==> src/rtl/tcs_pkg.sv <==
// constants, field layouts and types of the tdc control/status bank
// assumes a single 125 MHz module clock
package tcs_pkg;
  localparam int CLK_NS = 8;
  localparam int SA_W = 8;
  localparam logic [SA_W-1:0] SA_MAIN = 8'h00;
  localparam logic [SA_W-1:0] SA_ACQ = 8'h01;
  localparam logic [SA_W-1:0] SA_USER = 8'h80;
  // main_control_status bit positions
  localparam int B_LA_EN = 1;
  localparam int B_COMMONS = 2;
  localparam int B_MTM = 6;
  localparam int B_TEST = 7;
  localparam int B_PRIME = 8;
  localparam int B_SIMPLE = 9;
  localparam int B_ICOM = 23;
  localparam int B_MRST = 30;
  localparam int B_FCLR = 31;
  localparam int CLR_OFS = 16;
  localparam logic [15:0] MAIN_LATCH_MASK = 16'h3f46;
  localparam logic [15:0] MAIN_RESET = 16'h0004;
  localparam logic [31:0] ACQ_WMASK = 32'hef9f00ff;
  localparam logic [31:0] ACQ_RESET = 32'h00000000;
  // slave status answers
  localparam logic [2:0] SS_OK = 3'h0;
  localparam logic [2:0] SS_MDT_ERR = 3'h3;
  localparam logic [2:0] SS_UNMAPPED = 3'h6;
  localparam logic [2:0] SS_COMMONS = 3'h7;
  // timing
  localparam int CLR_RECOVER_NS = 300;
  localparam int CLR_RECOVER_CYC = CLR_RECOVER_NS / CLK_NS;
  localparam int TO_MIN_NS = 64;
  localparam int TO_MAX_NS = 32768;
  localparam int TO_MIN_CYC = (TO_MIN_NS + CLK_NS - 1) / CLK_NS;
  localparam int TO_MAX_CYC = TO_MAX_NS / CLK_NS;
  localparam logic [3:0] TO_MAX_CODE = 4'ha;
  localparam logic [3:0] TO_FRONT = 4'h0;
  localparam int FCW_UNIT_NS = 1000;
  localparam int FCW_UNIT_CYC = (FCW_UNIT_NS + CLK_NS - 1) / CLK_NS;
  localparam int TP_NS0 = 125;
  localparam int TP_NS1 = 250;
  localparam int TP_NS2 = 1000;
  localparam int TP_NS3 = 2000;
  localparam logic [7:0] TP_CYC [4] = '{
    8'((TP_NS0 + CLK_NS - 1) / CLK_NS),
    8'((TP_NS1 + CLK_NS - 1) / CLK_NS),
    8'((TP_NS2 + CLK_NS - 1) / CLK_NS),
    8'((TP_NS3 + CLK_NS - 1) / CLK_NS)};
  localparam logic [2:0] PAGE_RESET = 3'h7;

  typedef struct packed {
    logic common_start;
    logic rise_en;
    logic fall_en;
    logic rsv28;
    logic [3:0] fcw_len;
    logic tester_en;
    logic [1:0] rsv22;
    logic sparse_en;
    logic [1:0] pulse_width;
    logic [1:0] burst;
    logic [7:0] rsv15;
    logic [3:0] timeout;
    logic tr0_clear_en;
    logic tr5_fcw_en;
    logic com_from_tr;
    logic busy_to_tr7;
  } tcs_acq_setup_s;

  typedef struct packed {
    logic pa;
    logic logical;
    logic sa_wr;
    logic [SA_W-1:0] sa;
    logic wr;
    logic rd;
    logic [31:0] wdata;
  } tcs_ctrl_req_s;

  typedef enum {ACQ_IDLE, ACQ_RUN, ACQ_FCW, ACQ_RECOVER} tcs_acq_e;
  typedef enum {AE_IDLE, AE_LOAD} tcs_adv_e;
endpackage

==> src/rtl/tcs_bank.sv <==
// control/status register bank and acquisition sequencing of the tdc
// assumes control-space cycles decoded upstream into one-cycle strobes
// Behaviour
// - reading main register shows maker code on bits 31..16
// - a control-space primary cycle selects the main register
// - logical addressing answered only while bit 1 is set
// - with sparsification on, bit 9 picks simple threshold mode
// - bit 8 primes on advance; multi-block scan without it answers 3
// - commons enable set by reset; gates common start/stop pulses
// - user-space address change (0x80 and up) with commons enabled answers 7
// - memory test mode lets data address be loaded directly
// - writing bit 31 issues a fast clear
// - writing bit 30 restores all registers except subaddress, attach, read data, status and tester counts to reset values
// - advance event steps page by one, loads counter from header
// - writing bit 7 starts one tester burst
// - writing bit 23 acts as a common pulse, always enabled
// - writing bits 29..22 clears latched bits 13..6
// - acquisition bit 31 picks common start, reads back
// - bits 30 and 29 enable rising and falling edges
// - bits 27..24 set clear window after stop or timeout
// - bit 23 enables the internal tester
// - bit 20 enables suppression; off means bit 9 ignored
// - bits 19..18 pick tester width 125, 250, 1000, 2000 ns
// - bits 17..16 pick 1, 2, 4 or 8 pulses at half duty
// - bits 7..4 set start timeout 64 ns to 32768 ns
// - bit 3 accepts line-0 clear; bit 2 accepts line-5 window
// - fast clear discards event, ready again within 300 ns
module tcs_bank
  import tcs_pkg::*;
#(
  parameter logic [15:0] MAKER_ID = 16'h5a5a, // arbitrary value
  parameter int WC_W = 11,
  parameter int NTA_W = 11,
  parameter int PG_W = 3,
  parameter int FCW_CYC = FCW_UNIT_CYC
)
(
  // clock, reset, enable
  input wire logic sys_clk_i,
  input wire logic resetn_i,
  input wire logic clk_en_i,
  // control-space access
  input tcs_ctrl_req_s req_i,
  output logic [31:0] rdata_o,
  output logic [2:0] ss_o,
  output logic attached_o,
  input wire logic mdt_scan_i,
  // event buffer side
  input wire logic advance_event_command_i,
  input wire logic [WC_W-1:0] hdr_count_i,
  input wire logic xfer_i,
  input wire logic dsp_nta_wr_i,
  input wire logic [NTA_W-1:0] dsp_nta_i,
  output logic [PG_W-1:0] page_o,
  output logic [WC_W-1:0] block_word_counter_o,
  output logic [NTA_W-1:0] dsp_nta_o,
  output logic memory_test_mode_o,
  // front panel and trigger lines
  input wire logic fp_com_i,
  input wire logic tr_com_i,
  input wire logic fast_clear_input_i,
  input wire logic tr0_clear_i,
  input wire logic tr5_fcw_i,
  input wire logic fp_time_i,
  output logic com_o,
  output logic fast_clear_o,
  output logic fast_clear_window_o,
  output logic acq_ready_o,
  // acquisition configuration out
  output logic common_start_o,
  output logic rise_en_o,
  output logic fall_en_o,
  output logic sparse_en_o,
  output logic sparse_simple_o,
  output logic tester_hit_o
);
  logic [15:0] main_lat;
  tcs_acq_setup_s acq;
  logic [SA_W-1:0] sa;
  logic attached;
  logic acc_wr;
  logic acc_rd;
  logic wr_main;
  logic wr_acq;
  logic mreset;
  logic [15:0] clr_bits;
  logic [15:0] set_bits;
  logic [15:0] next_main;
  tcs_acq_e acq_st;
  tcs_adv_e adv_st;
  logic [21:0] tmr;
  logic [21:0] fcw_cyc;
  logic [12:0] to_cyc;
  logic ext_clr;
  logic timeout_hit;
  logic [7:0] tst_cnt;
  logic [3:0] tst_left;
  logic tst_on;

  assign acc_wr = req_i.wr & attached;
  assign acc_rd = req_i.rd & attached;
  assign wr_main = acc_wr & (sa == SA_MAIN);
  assign wr_acq = acc_wr & (sa == SA_ACQ);
  assign mreset = wr_main & req_i.wdata[B_MRST];

  // upper half clears, lower half sets; a set in the same write wins
  assign set_bits = req_i.wdata[15:0] & MAIN_LATCH_MASK;
  assign clr_bits = req_i.wdata[31:CLR_OFS] & MAIN_LATCH_MASK;
  assign next_main = (main_lat & ~clr_bits) | set_bits;

  // address phase
  always_ff @(posedge sys_clk_i or negedge resetn_i)
  begin
    if (!resetn_i)
    begin
      attached <= 1'b0;
      sa <= SA_MAIN;
    end
    else if (clk_en_i)
    begin
      if (req_i.pa)
      begin
        attached <= !req_i.logical || main_lat[B_LA_EN];
        sa <= SA_MAIN;
      end
      else if (req_i.sa_wr && attached)
      begin
        // user space stays locked while commons may fire
        if (!(req_i.sa >= SA_USER && main_lat[B_COMMONS]))
          sa <= req_i.sa;
      end
    end
  end

  // stored registers; command bits are never stored
  always_ff @(posedge sys_clk_i or negedge resetn_i)
  begin
    if (!resetn_i)
    begin
      main_lat <= MAIN_RESET;
      acq <= ACQ_RESET;
    end
    else if (clk_en_i)
    begin
      if (mreset)
      begin
        main_lat <= MAIN_RESET;
        acq <= ACQ_RESET;
      end
      else
      begin
        if (wr_main)
          main_lat <= next_main;
        if (wr_acq)
          acq <= req_i.wdata & ACQ_WMASK;
      end
    end
  end

  // read data and slave status
  always_ff @(posedge sys_clk_i or negedge resetn_i)
  begin
    if (!resetn_i)
    begin
      rdata_o <= '0;
      ss_o <= SS_OK;
    end
    else if (clk_en_i)
    begin
      if (mdt_scan_i && attached && !main_lat[B_PRIME])
        ss_o <= SS_MDT_ERR;
      else if (req_i.sa_wr && attached)
      begin
        if (req_i.sa >= SA_USER && main_lat[B_COMMONS])
          ss_o <= SS_COMMONS;
        else if (req_i.sa > SA_ACQ)
          ss_o <= SS_UNMAPPED;
        else
          ss_o <= SS_OK;
      end
      else if (acc_rd)
      begin
        unique case (sa)
          SA_MAIN:
          begin
            rdata_o <= {MAKER_ID, main_lat};
            ss_o <= SS_OK;
          end
          SA_ACQ:
          begin
            rdata_o <= acq;
            ss_o <= SS_OK;
          end
          default:
          begin
            rdata_o <= '0;
            ss_o <= SS_UNMAPPED;
          end
        endcase
      end
    end
  end

  assign attached_o = attached;
  assign memory_test_mode_o = main_lat[B_MTM];
  assign common_start_o = acq.common_start;
  assign rise_en_o = acq.rise_en;
  assign fall_en_o = acq.fall_en;
  assign sparse_en_o = acq.sparse_en;
  assign sparse_simple_o = acq.sparse_en & main_lat[B_SIMPLE];

  // commons: internal pulse bypasses the enable
  assign com_o = (wr_main & req_i.wdata[B_ICOM])
    | (main_lat[B_COMMONS] & (acq.com_from_tr ? tr_com_i : fp_com_i));
  assign ext_clr = fast_clear_input_i | (acq.tr0_clear_en & tr0_clear_i);
  assign fast_clear_o = (wr_main & req_i.wdata[B_FCLR]) | ext_clr;
  assign fast_clear_window_o = (acq_st == ACQ_FCW)
    | (acq.tr5_fcw_en & tr5_fcw_i);
  assign acq_ready_o = (acq_st == ACQ_IDLE);

  // window and timeout lengths from their codes
  assign fcw_cyc = 22'(FCW_CYC) << acq.fcw_len;
  assign to_cyc = (acq.timeout >= TO_MAX_CODE) ? 13'(TO_MAX_CYC)
    : 13'(TO_MIN_CYC) << (acq.timeout - 4'h1);
  // front-panel timeout still ends the window if the pulse never comes
  assign timeout_hit = (acq.timeout == TO_FRONT)
    ? (fp_time_i || tmr >= 22'(TO_MAX_CYC - 1))
    : (tmr >= 22'(to_cyc) - 22'h1);

  // acquisition sequence
  always_ff @(posedge sys_clk_i or negedge resetn_i)
  begin
    if (!resetn_i)
    begin
      acq_st <= ACQ_IDLE;
      tmr <= '0;
    end
    else if (clk_en_i)
    begin
      tmr <= tmr + 22'h1;
      if (mreset)
      begin
        acq_st <= ACQ_IDLE;
        tmr <= '0;
      end
      else if (fast_clear_o && acq_st != ACQ_RECOVER)
      begin
        acq_st <= ACQ_RECOVER;
        tmr <= '0;
      end
      else
      begin
        unique case (acq_st)
          ACQ_IDLE:
            if (com_o)
            begin
              acq_st <= acq.common_start ? ACQ_RUN : ACQ_FCW;
              tmr <= '0;
            end
          ACQ_RUN:
            if (timeout_hit)
            begin
              acq_st <= ACQ_FCW;
              tmr <= '0;
            end
          ACQ_FCW:
            if (tmr >= fcw_cyc - 22'h1)
            begin
              acq_st <= ACQ_IDLE;
              tmr <= '0;
            end
          ACQ_RECOVER:
            if (tmr >= 22'(CLR_RECOVER_CYC - 1))
            begin
              acq_st <= ACQ_IDLE;
              tmr <= '0;
            end
        endcase
      end
    end
  end

  // advance event: step page, then load counter from its header
  always_ff @(posedge sys_clk_i or negedge resetn_i)
  begin
    if (!resetn_i)
    begin
      adv_st <= AE_IDLE;
      page_o <= PAGE_RESET;
      block_word_counter_o <= '0;
      dsp_nta_o <= '0;
    end
    else if (clk_en_i)
    begin
      if (mreset)
      begin
        adv_st <= AE_IDLE;
        page_o <= PAGE_RESET;
        block_word_counter_o <= '0;
        dsp_nta_o <= '0;
      end
      else
      begin
        unique case (adv_st)
          AE_IDLE:
          begin
            if (advance_event_command_i)
            begin
              page_o <= page_o + PG_W'(1);
              adv_st <= AE_LOAD;
            end
            else if (xfer_i && block_word_counter_o != '0)
              block_word_counter_o <= block_word_counter_o - WC_W'(1);
            if (dsp_nta_wr_i && main_lat[B_MTM])
              dsp_nta_o <= dsp_nta_i;
          end
          AE_LOAD:
          begin
            adv_st <= AE_IDLE;
            if (main_lat[B_PRIME])
            begin
              block_word_counter_o <= hdr_count_i - WC_W'(1);
              dsp_nta_o <= dsp_nta_o + NTA_W'(1);
            end
            else
              block_word_counter_o <= hdr_count_i;
          end
        endcase
      end
    end
  end

  // internal tester burst, equal high and low times
  always_ff @(posedge sys_clk_i or negedge resetn_i)
  begin
    if (!resetn_i)
    begin
      tst_on <= 1'b0;
      tester_hit_o <= 1'b0;
      tst_cnt <= '0;
      tst_left <= '0;
    end
    else if (clk_en_i)
    begin
      if (mreset)
      begin
        tst_on <= 1'b0;
        tester_hit_o <= 1'b0;
      end
      else if (!tst_on)
      begin
        if (wr_main && req_i.wdata[B_TEST] && acq.tester_en)
        begin
          tst_on <= 1'b1;
          tester_hit_o <= 1'b1;
          tst_cnt <= TP_CYC[acq.pulse_width] - 8'h1;
          tst_left <= (4'h1 << acq.burst) - 4'h1;
        end
      end
      else if (tst_cnt != '0)
        tst_cnt <= tst_cnt - 8'h1;
      else if (tester_hit_o)
      begin
        tester_hit_o <= 1'b0;
        tst_cnt <= TP_CYC[acq.pulse_width] - 8'h1;
      end
      else if (tst_left != '0)
      begin
        tester_hit_o <= 1'b1;
        tst_left <= tst_left - 4'h1;
        tst_cnt <= TP_CYC[acq.pulse_width] - 8'h1;
      end
      else
        tst_on <= 1'b0;
    end
  end
endmodule

==> config.mk <==
export PLATFORM = sky130hd
export DESIGN_NAME = tcs_bank
export DESIGN_NICKNAME = d
export VERILOG_FILES = /design/src/rtl/tcs_pkg.sv /design/src/rtl/tcs_bank.sv
export SDC_FILE = /design/constraint.sdc
export NUM_CORES = 1
export LEC_CHECK = 0
export BUFFER_PORTS_ARGS = -buffer_cell sky130_fd_sc_hd__buf_4
export CORE_MARGIN = 5
export CORE_UTILIZATION = 40
export CTS_CLUSTER_SIZE = 14
export DETAILED_ROUTE_END_ITERATION = 6
export SETUP_SLACK_MARGIN = 0.02
export SYNTH_ARGS = -nofsm -noshare
export SYNTH_HDL_FRONTEND = slang
export SYNTH_SLANG_ARGS = --single-unit
==> constraint.sdc <==
create_clock -name sys_clk_i -period 6.4 [get_ports sys_clk_i]
set_input_delay 0.96 -clock sys_clk_i [delete_from_list [all_inputs] [get_ports sys_clk_i]]
set_output_delay 0.96 -clock sys_clk_i [all_outputs]
set_load 0.02 [all_outputs]
==> results of run 1 <==
[logic make-up (layout without fill, tap and decap cells)]
group                    after synthesis  in the layout  synth area share [%]
AND/OR/NAND/NOR                      355            355                 20.90
AO/OA/AOI/OAI                        306            306                 25.12
flip-flops                           135            135                 38.78
buffers and inverters                 81            216                 3.901
adder cells (fa/ha/maj)               54             54                 7.745
XOR/XNOR                              21             21                 2.108
multiplexers                          12             12                 1.406
other                                  1              1               0.04299
[cell usage in the layout, fill, tap and decap left out, types with 4 or more instances in the layout]
| master | count |
|---|---|
| or3_1 | 9 |
| nand4_1 | 11 |
| o31ai_1 | 21 |
| o22ai_1 | 6 |
| a22oi_1 | 12 |
| inv_1 | 27 |
| a21o_1 | 11 |
| o31ai_2 | 5 |
| a31oi_1 | 5 |
| clkbuf_16 | 17 |
| or4_1 | 9 |
| nor2_1 | 53 |
| nand3_1 | 35 |
| o2bb2ai_1 | 8 |
| nand2b_1 | 18 |
| o21ai_1 | 8 |
| or2_2 | 7 |
| nor3_1 | 30 |
| nor4_1 | 10 |
| dfstp_2 | 4 |
| and2_1 | 5 |
| a41oi_1 | 9 |
| a21oi_1 | 54 |
| nor3b_1 | 9 |
| xor2_1 | 5 |
| inv_8 | 5 |
| ha_1 | 54 |
| o21a_1 | 7 |
| mux2i_1 | 10 |
| dfrtp_1 | 131 |
| buf_4 | 156 |
| xnor2_1 | 16 |
| a22o_1 | 54 |
| nand2_1 | 107 |
| inv_6 | 7 |
| o21ai_0 | 58 |
| nor2b_1 | 14 |
| and3_1 | 21 |
[path summary, 6_finish.rpt]
path                                 start                 endpoint  slack [ns]  cells after the start
worst max-delay path               acq[26]                   tmr[1]        1.86                     15
worst min-delay path            rdata_o[6]               rdata_o[6]        0.48                      2
worst max register to register     acq[26]                   tmr[1]        1.86                     15
worst min register to register  rdata_o[6]               rdata_o[6]        0.48                      2
max in group asynchronous         resetn_i  block_word_counter_o[0]        4.63                      2
min in group asynchronous         resetn_i               rdata_o[4]        0.58                      1
[worst max-delay path, stage by stage (launching register included)]
cell and delay, ns:
dfrtp_1 0.63, inv_1 0.31, nand3_1 0.11, ha_1 0.27, nand2_1 0.10, mux2_2 0.17, a21oi_1 0.06, or2_2 0.33
ha_1 0.27, nand4_1 0.11, a2111oi_0 0.28, a21boi_0 0.24, a211o_1 0.23, a32oi_4 0.27, o21ai_2 0.77, o22ai_1 0.20
[power breakdown]
group	internal (mW)	total [mW]	switching [mW]	leakage [nW]
logic	0.797	1.86	1.06	2.78
clock network	0.520	0.971	0.451	0.284
registers	1.11	1.46	0.349	1.74
[per-stage QoR]
step	power, mW	utilization, %
3_3_place_gp	3.311	46.34
2_1_floorplan	2.672	-
5_1_grt	4.616	48.98
6_report	4.294	48.98
3_5_place_dp	3.347	46.34
4_1_cts	4.336	48.98
[layer usage]
| metal | wire length (um) | share of wire, % | track usage, % | up-vias |
|---|---|---|---|---|
| li1 | - | - | - | 3871 |
| met1 | 12200 | 46 | 29.38 | 3880 |
| met2 | 12880 | 49 | 34.80 | 141 |
| met3 | 894 | 3.4 | 3.417 | 25 |
| met4 | 423 | 1.6 | 5.735 | 0 |
| met5 | 0 | 0 | 0 | - |
[registers in the layout, summed over array words and instances (netlist names)]
| name | cells |
|---|---|
| adv_st | 1 |
| page_o | 3 |
| main_lat | 9 |
| fall_en_o | 1 |
| sa | 8 |
| rdata_o | 29 |
| attached_o | 1 |
| acq_st | 2 |
| dsp_nta_o | 11 |
| sparse_en_o | 1 |
| tst_on | 1 |
| tmr | 22 |
| tester_hit_o | 1 |
| ss_o | 3 |
| tst_cnt | 8 |
| common_start_o | 1 |
| block_word_counter_o | 11 |
| tst_left | 4 |
| acq | 17 |
| rise_en_o | 1 |
[final cells by class]
| cell class | count | area (um2) | share of cell area (%) |
|---|---|---|---|
| Multi-Input combinational cell | 749 | 5002 | 47.24 |
| Clock buffer | 17 | 425.4 | 4.017 |
| Clock inverter | 15 | 143.9 | 1.359 |
| Timing Repair Buffer | 157 | 1182 | 11.17 |
| Tap cell | 280 | 350.3 | 3.309 |
| Sequential cell | 135 | 3383 | 31.95 |
| Inverter | 27 | 101.3 | 0.9571 |
==> key figures, run 1 <==
STA
  • Actual slew at the worst max-slew pin: 1.111 ns
  • Max-slew violations: 0
  • Hold Violations, Final: 0
  • Setup Viol. Count Final: 0
  • Tmin final: 4.540 ns
  • Final hold slack: 0.4845 ns
  • Clk_skew: 0.01186 ns
  • Worst setup margin: 1.860 ns
  • RSZ-0062 raised after global routing: false
  • FMAX: 220.3 MHz
  • Final period util: 70.93%
  • Sum of negative setup slack: 0 ns
  • Slew HR: 25.68%

Layout
  • Layout cell share with drive strength beyond 1: 20.73%
  • Final non-filler cell area: 10590 um2
  • Non-filler instance count after layout: 1380
  • Syn-to-layout area delta: 21.39%
  • Fillers: 2085
  • Final net count: 1221
  • Antenna Cells: 0

Global route
  • Largest net degree at the start of global routing: 94
  • First-pass GRT wire length: 41900 um
  • GRT Resource Usage Total: 21.27%
  • Vias in the first global route: 7547
  • Gr ovfl total: 0
  • Antenna violations before repair: 0

Worst setup path
  • Worst EP required: 6.65 ns
  • Crit Path Max Fanout: 22
  • Critical Path AT: 4.79 ns
  • Crit Path Class: register to register
  • Worst Setup Start Kind: register
  • CP endpoint kind: register

Clocking
  • CTS max path bufs: 2
  • Post-CTS setup buffer count: 0
  • CTS Hold Bufs: 0
  • TritonCTS clock tree: built
  • Clock sinks: 135
  • CTS root buffer: clkbuf_16
  • H-tree depth: 4
  • Clock buffer count from CTS: 17
  • Clock Latency Late Sink: 0.43 ns
  • Clock slew at reported path FFs: 0.07 ns
  • Post-cts resize count: 0

Die
  • Die ar.: 24860 um2
  • Chip Width: 157.7 um
  • Top-level port count: 152
  • Initial Util: 40.35%
  • FP Rows: 54
  • Core area: 21620 um2
  • Die Y: 157.7 um

Yosys
  • Count of cell types in the netlist: 84
  • Top cells by count, synth: dfrtp_1 (131), nand2_1 (107), o21ai_0 (58)
  • Avg Inst Size Synth: 9.040 um2
  • Most common cell in the netlist: dfrtp_1
  • Post-synth top area share: 37.58%
  • Ys async rst share: 100.0%
  • Post-synth EDFFs: 0
  • Post-Synthesis Cells: 965
  • Top_reg_cell synth: dfrtp_1
  • Post-synthesis sequential area ratio: 38.78%
  • Synthesis warning total: 0
  • Cell taking the most area after synthesis: dfrtp_1
  • Top cells by area, synth: dfrtp_1 (38%), ha_1 (7.7%), a22o_1 (5.4%), nand2_1 (4.6%), o21ai_0 (3.3%)
  • Synthesis-stage register bit count: 135
  • Synthesized net count: 1099
  • Mapped Area: 8723 um2

Placed design
  • Port Buffers: 147
  • Pre-CTS WS: 1.898 ns
  • Global placer's final weighted congestion: 0.8285
  • Hpwl dp: 19090 um
  • Area after DPL: 10020 um2
  • Placed cell count: 1348

Route
  • DR vias: 7917
  • DRT antenna net count: 0
  • Post-route DRC: 0
  • DR WL/cell: 19.13 um
  • Drt via density: 5.737
  • Final WL: 26400 um
  • Drt pass-1 iters: 5
  • Drt initial violations: 505

Power and ir drop
  • Peak supply drop: 0.0002067 V
  • Lkg Pwr: 4.804 nW
  • PD cells: 405.5 nW/um2

Run status
  • Run status: finished, final reports clean

Run
  • Max-cap viol count: 0

Hold path
  • Hold/Removal Path Class: register to register
(Power assumes the default switching activity.)
==> run 2: changes to the inputs <==
--- a/config.mk
+++ b/config.mk
@@ -5,6 +5,7 @@
 export SDC_FILE = /design/constraint.sdc
 export NUM_CORES = 1
 export LEC_CHECK = 0
+export ABC_AREA = 1
 export BUFFER_PORTS_ARGS = -buffer_cell sky130_fd_sc_hd__buf_4
 export CORE_MARGIN = 5
 export CORE_UTILIZATION = 40
==> constraint.sdc (replaced) <==
create_clock -name sys_clk_i -period 3.85 [get_ports sys_clk_i]
set_input_delay 0.5775 -clock sys_clk_i [delete_from_list [all_inputs] [get_ports sys_clk_i]]
set_output_delay 0.5775 -clock sys_clk_i [all_outputs]
set_load 0.02 [all_outputs]
==> run 2 against run 1 <==
Against the previous run:
- count of clock-buffer cells in the layout rose by 3
- hold slack got worse by 0.34 ns
- die area rose by 0.53%
- register-to-register slack got worse by 1.2 ns
- maximum frequency rose by 43%
- final area rose by 1.2%
- global-route usage fell by 0.13 points
- largest cell class unchanged
==> key figures, run 2 <==
Clocking
  • CTS Hold Bufs: 0 (unchanged)
  • CTS root buffer: clkbuf_16
  • H-tree depth: 4 (unchanged)
  • CTS max path bufs: 2 (unchanged)
  • Clock buffer count from CTS: 17 (unchanged)
  • Clock sinks: 135 (unchanged)
  • Clock Latency Late Sink: 0.43 ns (about the same)
  • TritonCTS clock tree: built
  • Clock slew at reported path FFs: 0.06 ns (about the same)
  • Post-CTS setup buffer count: 0 (unchanged)
  • Post-cts resize count: 0 (unchanged)

Global route
  • Gr ovfl total: 0 (unchanged)
  • GRT Resource Usage Total: 21.14% (-0.13 points)
  • Antenna violations before repair: 0 (unchanged)
  • Largest net degree at the start of global routing: 74 (-21%)
  • Vias in the first global route: 8277 (+9.7%)
  • First-pass GRT wire length: 41820 um (-0.20%)

Worst setup path
  • Critical Path AT: 3.47 ns (-1.32 ns)
  • Worst EP required: 4.14 ns (-2.51 ns)
  • Worst Setup Start Kind: register
  • R2R setup slack: 0.67 ns (-1.19 ns)
  • Buf+Inv Stages, Crit Path: 3 (+2)
  • Crit path capture: tmr[15]
  • CP endpoint kind: register
  • Cell count along the critical path: 21 (+6)
  • Critical-path top delay cell: dfrtp_1
  • Crit Path Class: register to register
  • Worst reg2reg endpoint: tmr[15]
  • Crit Path Max Fanout: 21 (-4.5%)
  • CP max stage delay: 0.48 ns (-0.29 ns)
  • CP Launch Point: acq[26]
  • Reg2reg start: acq[26]
  • Top Family by Delay on Critical Path: simple AND/OR/NAND/NOR gates
  • CP Cell Sequence: nor2_1 -> inv_1 -> nor2_1 -> nand2_1 -> ha_1 -> inv_1 -> nor3_1 -> xor2_1 -> ha_1 -> nand2_1 -> nor2_1 -> nand2_1 -> nor2_1 -> nand2_1 -> nand4_1 -> nor2_1 -> nor2_1 -> nand2_1 -> nand2_1 -> buf_4 -> o22ai_1
  • Register-to-Register Path Depth: 21 (+6)

Layout
  • Max FFs per register: 29 (unchanged)
  • Antenna Cells: 0 (unchanged)
  • Top flop regs: rdata_o (29), tmr (22), acq (17)
  • Syn-to-layout area delta: 22.11%
  • Multi-input logic area: 4582 um2 (-8.4%)
  • Commonest non-fill, non-tap cells in the layout: nand2_1 (292), inv_1 (157), buf_4 (155), dfrtp_1 (131), nor2_1 (106)
  • Register area: 3383 um2 (unchanged)
  • Layout cell share with drive strength beyond 1: 16.87% (-3.9 points)
  • Fillers: 2143 (+2.8%)
  • Final net count: 1461 (+20%)
  • Biggest register: rdata_o
  • Commonest non-fill, non-tap cell in the layout: nand2_1
  • Final non-filler cell area: 10710 um2 (+1.2%)

Yosys
  • Post-synth EDFFs: 0 (unchanged)
  • Post-synth top area share: 37.37% (-0.21 points)
  • Most common cell in the netlist: nand2_1
  • Synthesis-stage register bit count: 135 (unchanged)
  • Post-synthesis sequential area ratio: 38.57% (-0.22 points)
  • Synthesized net count: 1318 (+20%)
  • Avg Inst Size Synth: 7.409 um2 (-18%)
  • Cell taking the most area after synthesis: dfrtp_1
  • Ys async rst share: 100.0% (unchanged)
  • Count of cell types in the netlist: 52 (-38%)
  • Synthesis warning total: 0 (unchanged)
  • Top cells by area, synth: dfrtp_1 (37%), nand2_1 (12%), ha_1 (7.7%), inv_1 (6.7%), o21ai_0 (4.8%)
  • Post-Synthesis Cells: 1184 (+23%)
  • Top cells by count, synth: nand2_1 (292), inv_1 (157), dfrtp_1 (131), nor2_1 (106), o21ai_0 (84)
  • Mapped Area: 8772 um2 (+0.56%)
  • Top_reg_cell synth: dfrtp_1

Route
  • DR WL/cell: 15.87 um (-17%)
  • Drt via density: 5.095 (-11%)
  • Drt pass-1 iters: 5 (unchanged)
  • Final WL: 25720 um (-2.6%)
  • Drt initial violations: 423 (-16%)
  • Post-route DRC: 0 (unchanged)
  • DR vias: 8254 (+4.3%)
  • DRT antenna net count: 0 (unchanged)

Power and ir drop
  • Peak supply drop: 0.0004104 V (+99%)
  • Lkg Pwr: 5.481 nW (+14%)
  • PD cells: 689.4 nW/um2 (+70%)
  • Total power: 7.385 mW (+72%)

STA
  • Final period util: 82.70% (+12 points)
  • RSZ-0062 raised after global routing: false
  • Tmin final: 3.184 ns (-1.356 ns)
  • Final hold slack: 0.1422 ns (-0.3422 ns)
  • Max-slew violations: 0 (unchanged)
  • Actual slew at the worst max-slew pin: 0.9116 ns (-0.1990 ns)
  • Slew HR: 39.00% (+13 points)
  • Sum of negative setup slack: 0 ns (unchanged)
  • Clk_skew: 0.01325 ns (+0.001393 ns)
  • Hold Violations, Final: 0 (unchanged)
  • FMAX: 314.1 MHz (+43%)
  • Setup Viol. Count Final: 0 (unchanged)

Die
  • Die Y: 158.1 um (+0.26%)
  • FP Rows: 54 (unchanged)
  • Initial Util: 40.45% (+0.099 points)
  • Die ar.: 24990 um2 (+0.53%)
  • Chip Width: 158.1 um (+0.26%)
  • Core area: 21690 um2 (+0.31%)
  • Top-level port count: 152 (unchanged)

Run
  • Max-cap viol count: 0 (unchanged)

Placed design
  • Global placer's final weighted congestion: 0.9214 (+11%)
  • Area after DPL: 10140 um2 (+1.2%)
  • Hpwl dp: 19820 um (+3.8%)
  • Port Buffers: 147 (unchanged)

Run status
  • Run status: finished, final reports clean

Hold path
  • Hold/Removal Path Class: input pin to async pin
-- run 2: changes by cell type after synthesis, moves of 26 or more --
cell     delta
a22o_1     -54
inv_1     +130
nand2_1   +185
nand3_1    +26
nor2_1     +52
o21ai_0    +26
o22ai_1    +28
-- run 2: report_power, final --
| group | total (mW) | internal [mW] | switching (mW) |
|---|---|---|---|
| logic | 3.42 | 1.31 | 2.11 |
| clock network | 1.59 | 0.930 | 0.662 |
| registers | 2.37 | 1.89 | 0.484 |
| total | 7.39 | 4.13 | 3.26 |
-- run 2: worst min-delay path by stage --
stage / to / slack (ns) / cells past startpoint
4_1_cts: block_word_counter_o[10] / 0.17 / 1
3_3_place_gp: tst_left[3] / 0.47 / 2
3_5_place_dp: page_o[1] / 0.47 / 2
2_1_floorplan: acq[0] / 0.28 / 0
6_report: block_word_counter_o[10] / 0.14 / 1
5_1_grt: block_word_counter_o[10] / 0.19 / 1
-- run 2: final cells by class --
| cell class | count | share of cell area, % |
|---|---|---|
| inverters | 171 | 6.039 |
| multi-input cells | 846 | 42.78 |
| well taps | 280 | 3.271 |
| repair buffers | 156 | 10.97 |
| clock buffers | 20 | 4.264 |
| clock inverters | 12 | 1.098 |
| flip-flops and latches | 135 | 31.59 |
-- run 2: through the flow --
step	util [%]	worst slack [ns]	instances
2_1_floorplan	-	1.087	1184
3_5_place_dp	46.74	0.6409	1588
5_1_grt	49.39	0.3237	1620
4_1_cts	49.39	0.6227	1620
6_report	49.39	0.6659	1620
3_3_place_gp	46.74	0.7170	1588
-- run 2: logic make-up (layout without fill, tap and decap cells) --
| group | after synthesis | in the layout | synth area share [%] |
|---|---|---|---|
| xor gates and xnor gates | 33 | 33 | 3.295 |
| and+or+nand+nor | 518 | 518 | 25.27 |
| DFF | 135 | 135 | 38.57 |
| buffers and inverters | 203 | 359 | 9.200 |
| muxes | 1 | 1 | 0.1141 |
| AOI/OAI and AO/OA | 239 | 239 | 15.80 |
| adders and majority gates | 54 | 54 | 7.702 |
| other | 1 | 1 | 0.04275 |
-- run 2: layer usage --
layer  wire length, um  global-route usage (%)  share of wire, %
met4               572                   6.499               2.2
met2             11940                   34.69                46
met5                 0                       0                 0
met1             11320                   26.71                44
met3              1881                   6.670               7.3
==> run 3: changes to the inputs <==
==> constraint.sdc (replaced) <==
create_clock -name sys_clk_i -period 3.1 [get_ports sys_clk_i]
set_input_delay 0.465 -clock sys_clk_i [delete_from_list [all_inputs] [get_ports sys_clk_i]]
set_output_delay 0.465 -clock sys_clk_i [all_outputs]
set_load 0.02 [all_outputs]
==> run 3 against run 2 <==
Against the previous run:
- core utilization is 1.3 points higher
- maximum frequency is 10% higher
- flip-flop and latch count stayed put
- count of clock-buffer cells in the layout stayed put
- sequential share of layout area shrank 0.78 points
- first-iteration DRC count rose by 12%
- critical path depth decreased by 1
- total power rose by 30%
- wire length up 2.2%
- largest cell class unchanged
- highest routed layer unchanged
==> key figures, run 3 (synthesis results as in run 2) <==
Run status
  • Run status: finished, final reports clean

Global route
  • GRT Resource Usage Total: 21.00% (-0.13 points)
  • Antenna violations before repair: 0 (unchanged)
  • Largest net degree at the start of global routing: 97 (+31%)
  • Vias in the first global route: 7832 (-5.4%)
  • First-pass GRT wire length: 41330 um (-1.2%)
  • Gr ovfl total: 0 (unchanged)

Layout
  • Non-filler instance count after layout: 1639 (+1.2%)
  • Layout cell share with drive strength beyond 1: 19.50% (+2.6 points)
  • Max FFs per register: 29 (unchanged)
  • Final net count: 1480 (+1.3%)
  • Commonest non-fill, non-tap cell in the layout: nand2_1
  • Syn-to-layout area delta: 25.23%
  • Biggest register: rdata_o
  • Top flop regs: rdata_o (29), tmr (22), acq (17)
  • Antenna Cells: 0 (unchanged)
  • Final non-filler cell area: 10990 um2 (+2.6%)
  • Commonest non-fill, non-tap cells in the layout: nand2_1 (289), buf_4 (170), inv_1 (152), dfrtp_1 (130), nor2_1 (98)

Worst setup path
  • CP endpoint kind: register
  • CP Launch Point: acq[4]
  • Worst reg2reg endpoint: tmr[11]
  • Critical Path AT: 3.20 ns (-0.27 ns)
  • Worst Setup Start Kind: register
  • Reg2reg start: acq[4]
  • Crit Path Max Fanout: 10 (-52%)
  • Crit Path Class: register to register
  • Register-to-Register Path Depth: 20 (-4.8%)
  • R2R setup slack: 0.20 ns (-0.46 ns)
  • Worst EP required: 3.40 ns (-0.74 ns)

Route
  • DR vias: 8432 (+2.2%)
  • Drt via density: 5.145 (+0.97%)
  • Drt initial violations: 474 (+12%)
  • Drt pass-1 iters: 5 (unchanged)
  • DR WL/cell: 16.04 um (+1.0%)
  • DRT antenna net count: 0 (unchanged)
  • Final WL: 26290 um (+2.2%)
  • Post-route DRC: 0 (unchanged)

STA
  • Actual slew at the worst max-slew pin: 0.6302 ns (-0.2814 ns)
  • FMAX: 345.3 MHz (+10%)
  • Slew HR: 57.94% (+19 points)
  • Clk_skew: 0.01150 ns (-0.001749 ns)
  • Hold Violations, Final: 0 (unchanged)
  • Max-slew violations: 0 (unchanged)
  • Final period util: 93.41% (+11 points)
  • Setup Viol. Count Final: 0 (unchanged)
  • Tmin final: 2.896 ns (-0.2885 ns)

Clocking
  • Clock slew at reported path FFs: 0.06 ns (about the same)
  • Clock buffer count from CTS: 17 (unchanged)
  • TritonCTS clock tree: built
  • CTS root buffer: clkbuf_16
  • Clock sinks: 135 (unchanged)
  • H-tree depth: 4 (unchanged)
  • CTS max path bufs: 2 (unchanged)
  • Clock Latency Late Sink: 0.42 ns (about the same)

Hold path
  • Hold depth: 3
  • Hold/Removal Path Class: input pin to register
  • Worst hold endpoint: main_lat[12]
  • Hold path startpoint: req_i[12]

Placed design
  • Port Buffers: 147 (unchanged)
  • Hpwl dp: 19720 um (-0.51%)
  • Global placer's final weighted congestion: 0.8938 (-3.0%)
  • Placed cell count: 1598 (+0.63%)
  • Area after DPL: 10240 um2 (+0.99%)

Die
  • Top-level port count: 152 (unchanged)
  • Die ar.: 24990 um2 (unchanged)
  • Core area: 21690 um2 (unchanged)
  • Initial Util: 40.45% (unchanged)
  • Die Y: 158.1 um (unchanged)
  • FP Rows: 54 (unchanged)
  • Chip Width: 158.1 um (unchanged)

Power and ir drop
  • Peak supply drop: 0.0004877 V (+19%)
  • PD cells: 874.8 nW/um2 (+27%)
  • Lkg Pwr: 5.619 nW (+2.5%)

Run
  • Max-cap viol count: 0 (unchanged)
## run 3: layout make-up
class | instances | area [um2]
repair buffers | 175 | 1363
multi-input cells | 846 | 4644
fillers | 2129 | 10700
flip-flops and latches | 135 | 3385
clock inverters | 12 | 140.1
inverters | 171 | 646.9
well taps | 280 | 350.3
clock buffers | 20 | 456.7
## run 3: how the worst max path moves through the flow
stage | to | cells past startpoint
final | tmr[11] | 20
after global routing | tmr[18] | 20
after CTS | tmr[18] | 19
after global placement | tmr[17] | 19
after detailed placement | tmr[18] | 19
after floorplan | tmr[0] | 22
## run 3: what timing repair did
action                                  in CTS  in global routing
hold buffers                                 1                  0
resized for setup                            0                 26
endpoints found under the hold margin       39                  0
setup buffers                                0                  7
endpoints found under the setup margin       0                 24
## run 3: metal layers
layer | part of all wire (%) | GRT usage [%] | vias to the layer above
met5 | 0 | 0 | -
met4 | 1.5 | 5.443 | 0
met3 | 6.7 | 5.686 | 32
met2 | 48 | 34.11 | 241
met1 | 44 | 27.88 | 3923
li1 | - | - | 4236
## run 3: stage by stage
step	hold slack (ns)	setup slack (ns)	util (%)	total power, mW	TNS (ns)
floorplan	0.1694	0.3373	-	5.754	0
global placement	0.4025	0.1395	47.20	7.268	0
detailed placement	0.4026	0.06755	47.20	7.333	0
CTS	0.2519	0.04083	50.00	9.450	0
global route	0.2706	-0.05495	50.65	10.39	-0.2700
finish	0.2756	0.2044	50.65	9.611	0
## run 3: power breakdown
| part | leakage [nW] | internal (mW) | switching, mW | total (mW) |
|---|---|---|---|---|
| sequential | 1.76 | 2.35 | 0.559 | 2.91 |
| combinational | 3.57 | 1.85 | 2.79 | 4.64 |
| clock | 0.290 | 1.24 | 0.820 | 2.06 |
| total | 5.62 | 5.44 | 4.17 | 9.61 |
## run 3: critical path: stages, from the launching register on
cell,delay (ns)
dfrtp_1,0.38
inv_2,0.09
nor2_2,0.12
nand2_2,0.09
ha_2,0.21
and3_1,0.19
o21ai_1,0.13
inv_1,0.05
ha_1,0.28
nand2_1,0.07
nor2_1,0.11
nand2_1,0.07
nor2_1,0.08
o21ai_0,0.08
nand3_1,0.10
nand2_2,0.09
a21oi_1,0.13
nand2_1,0.13
nand2_4,0.13
clkbuf_16,0.16
o21ai_0,0.07
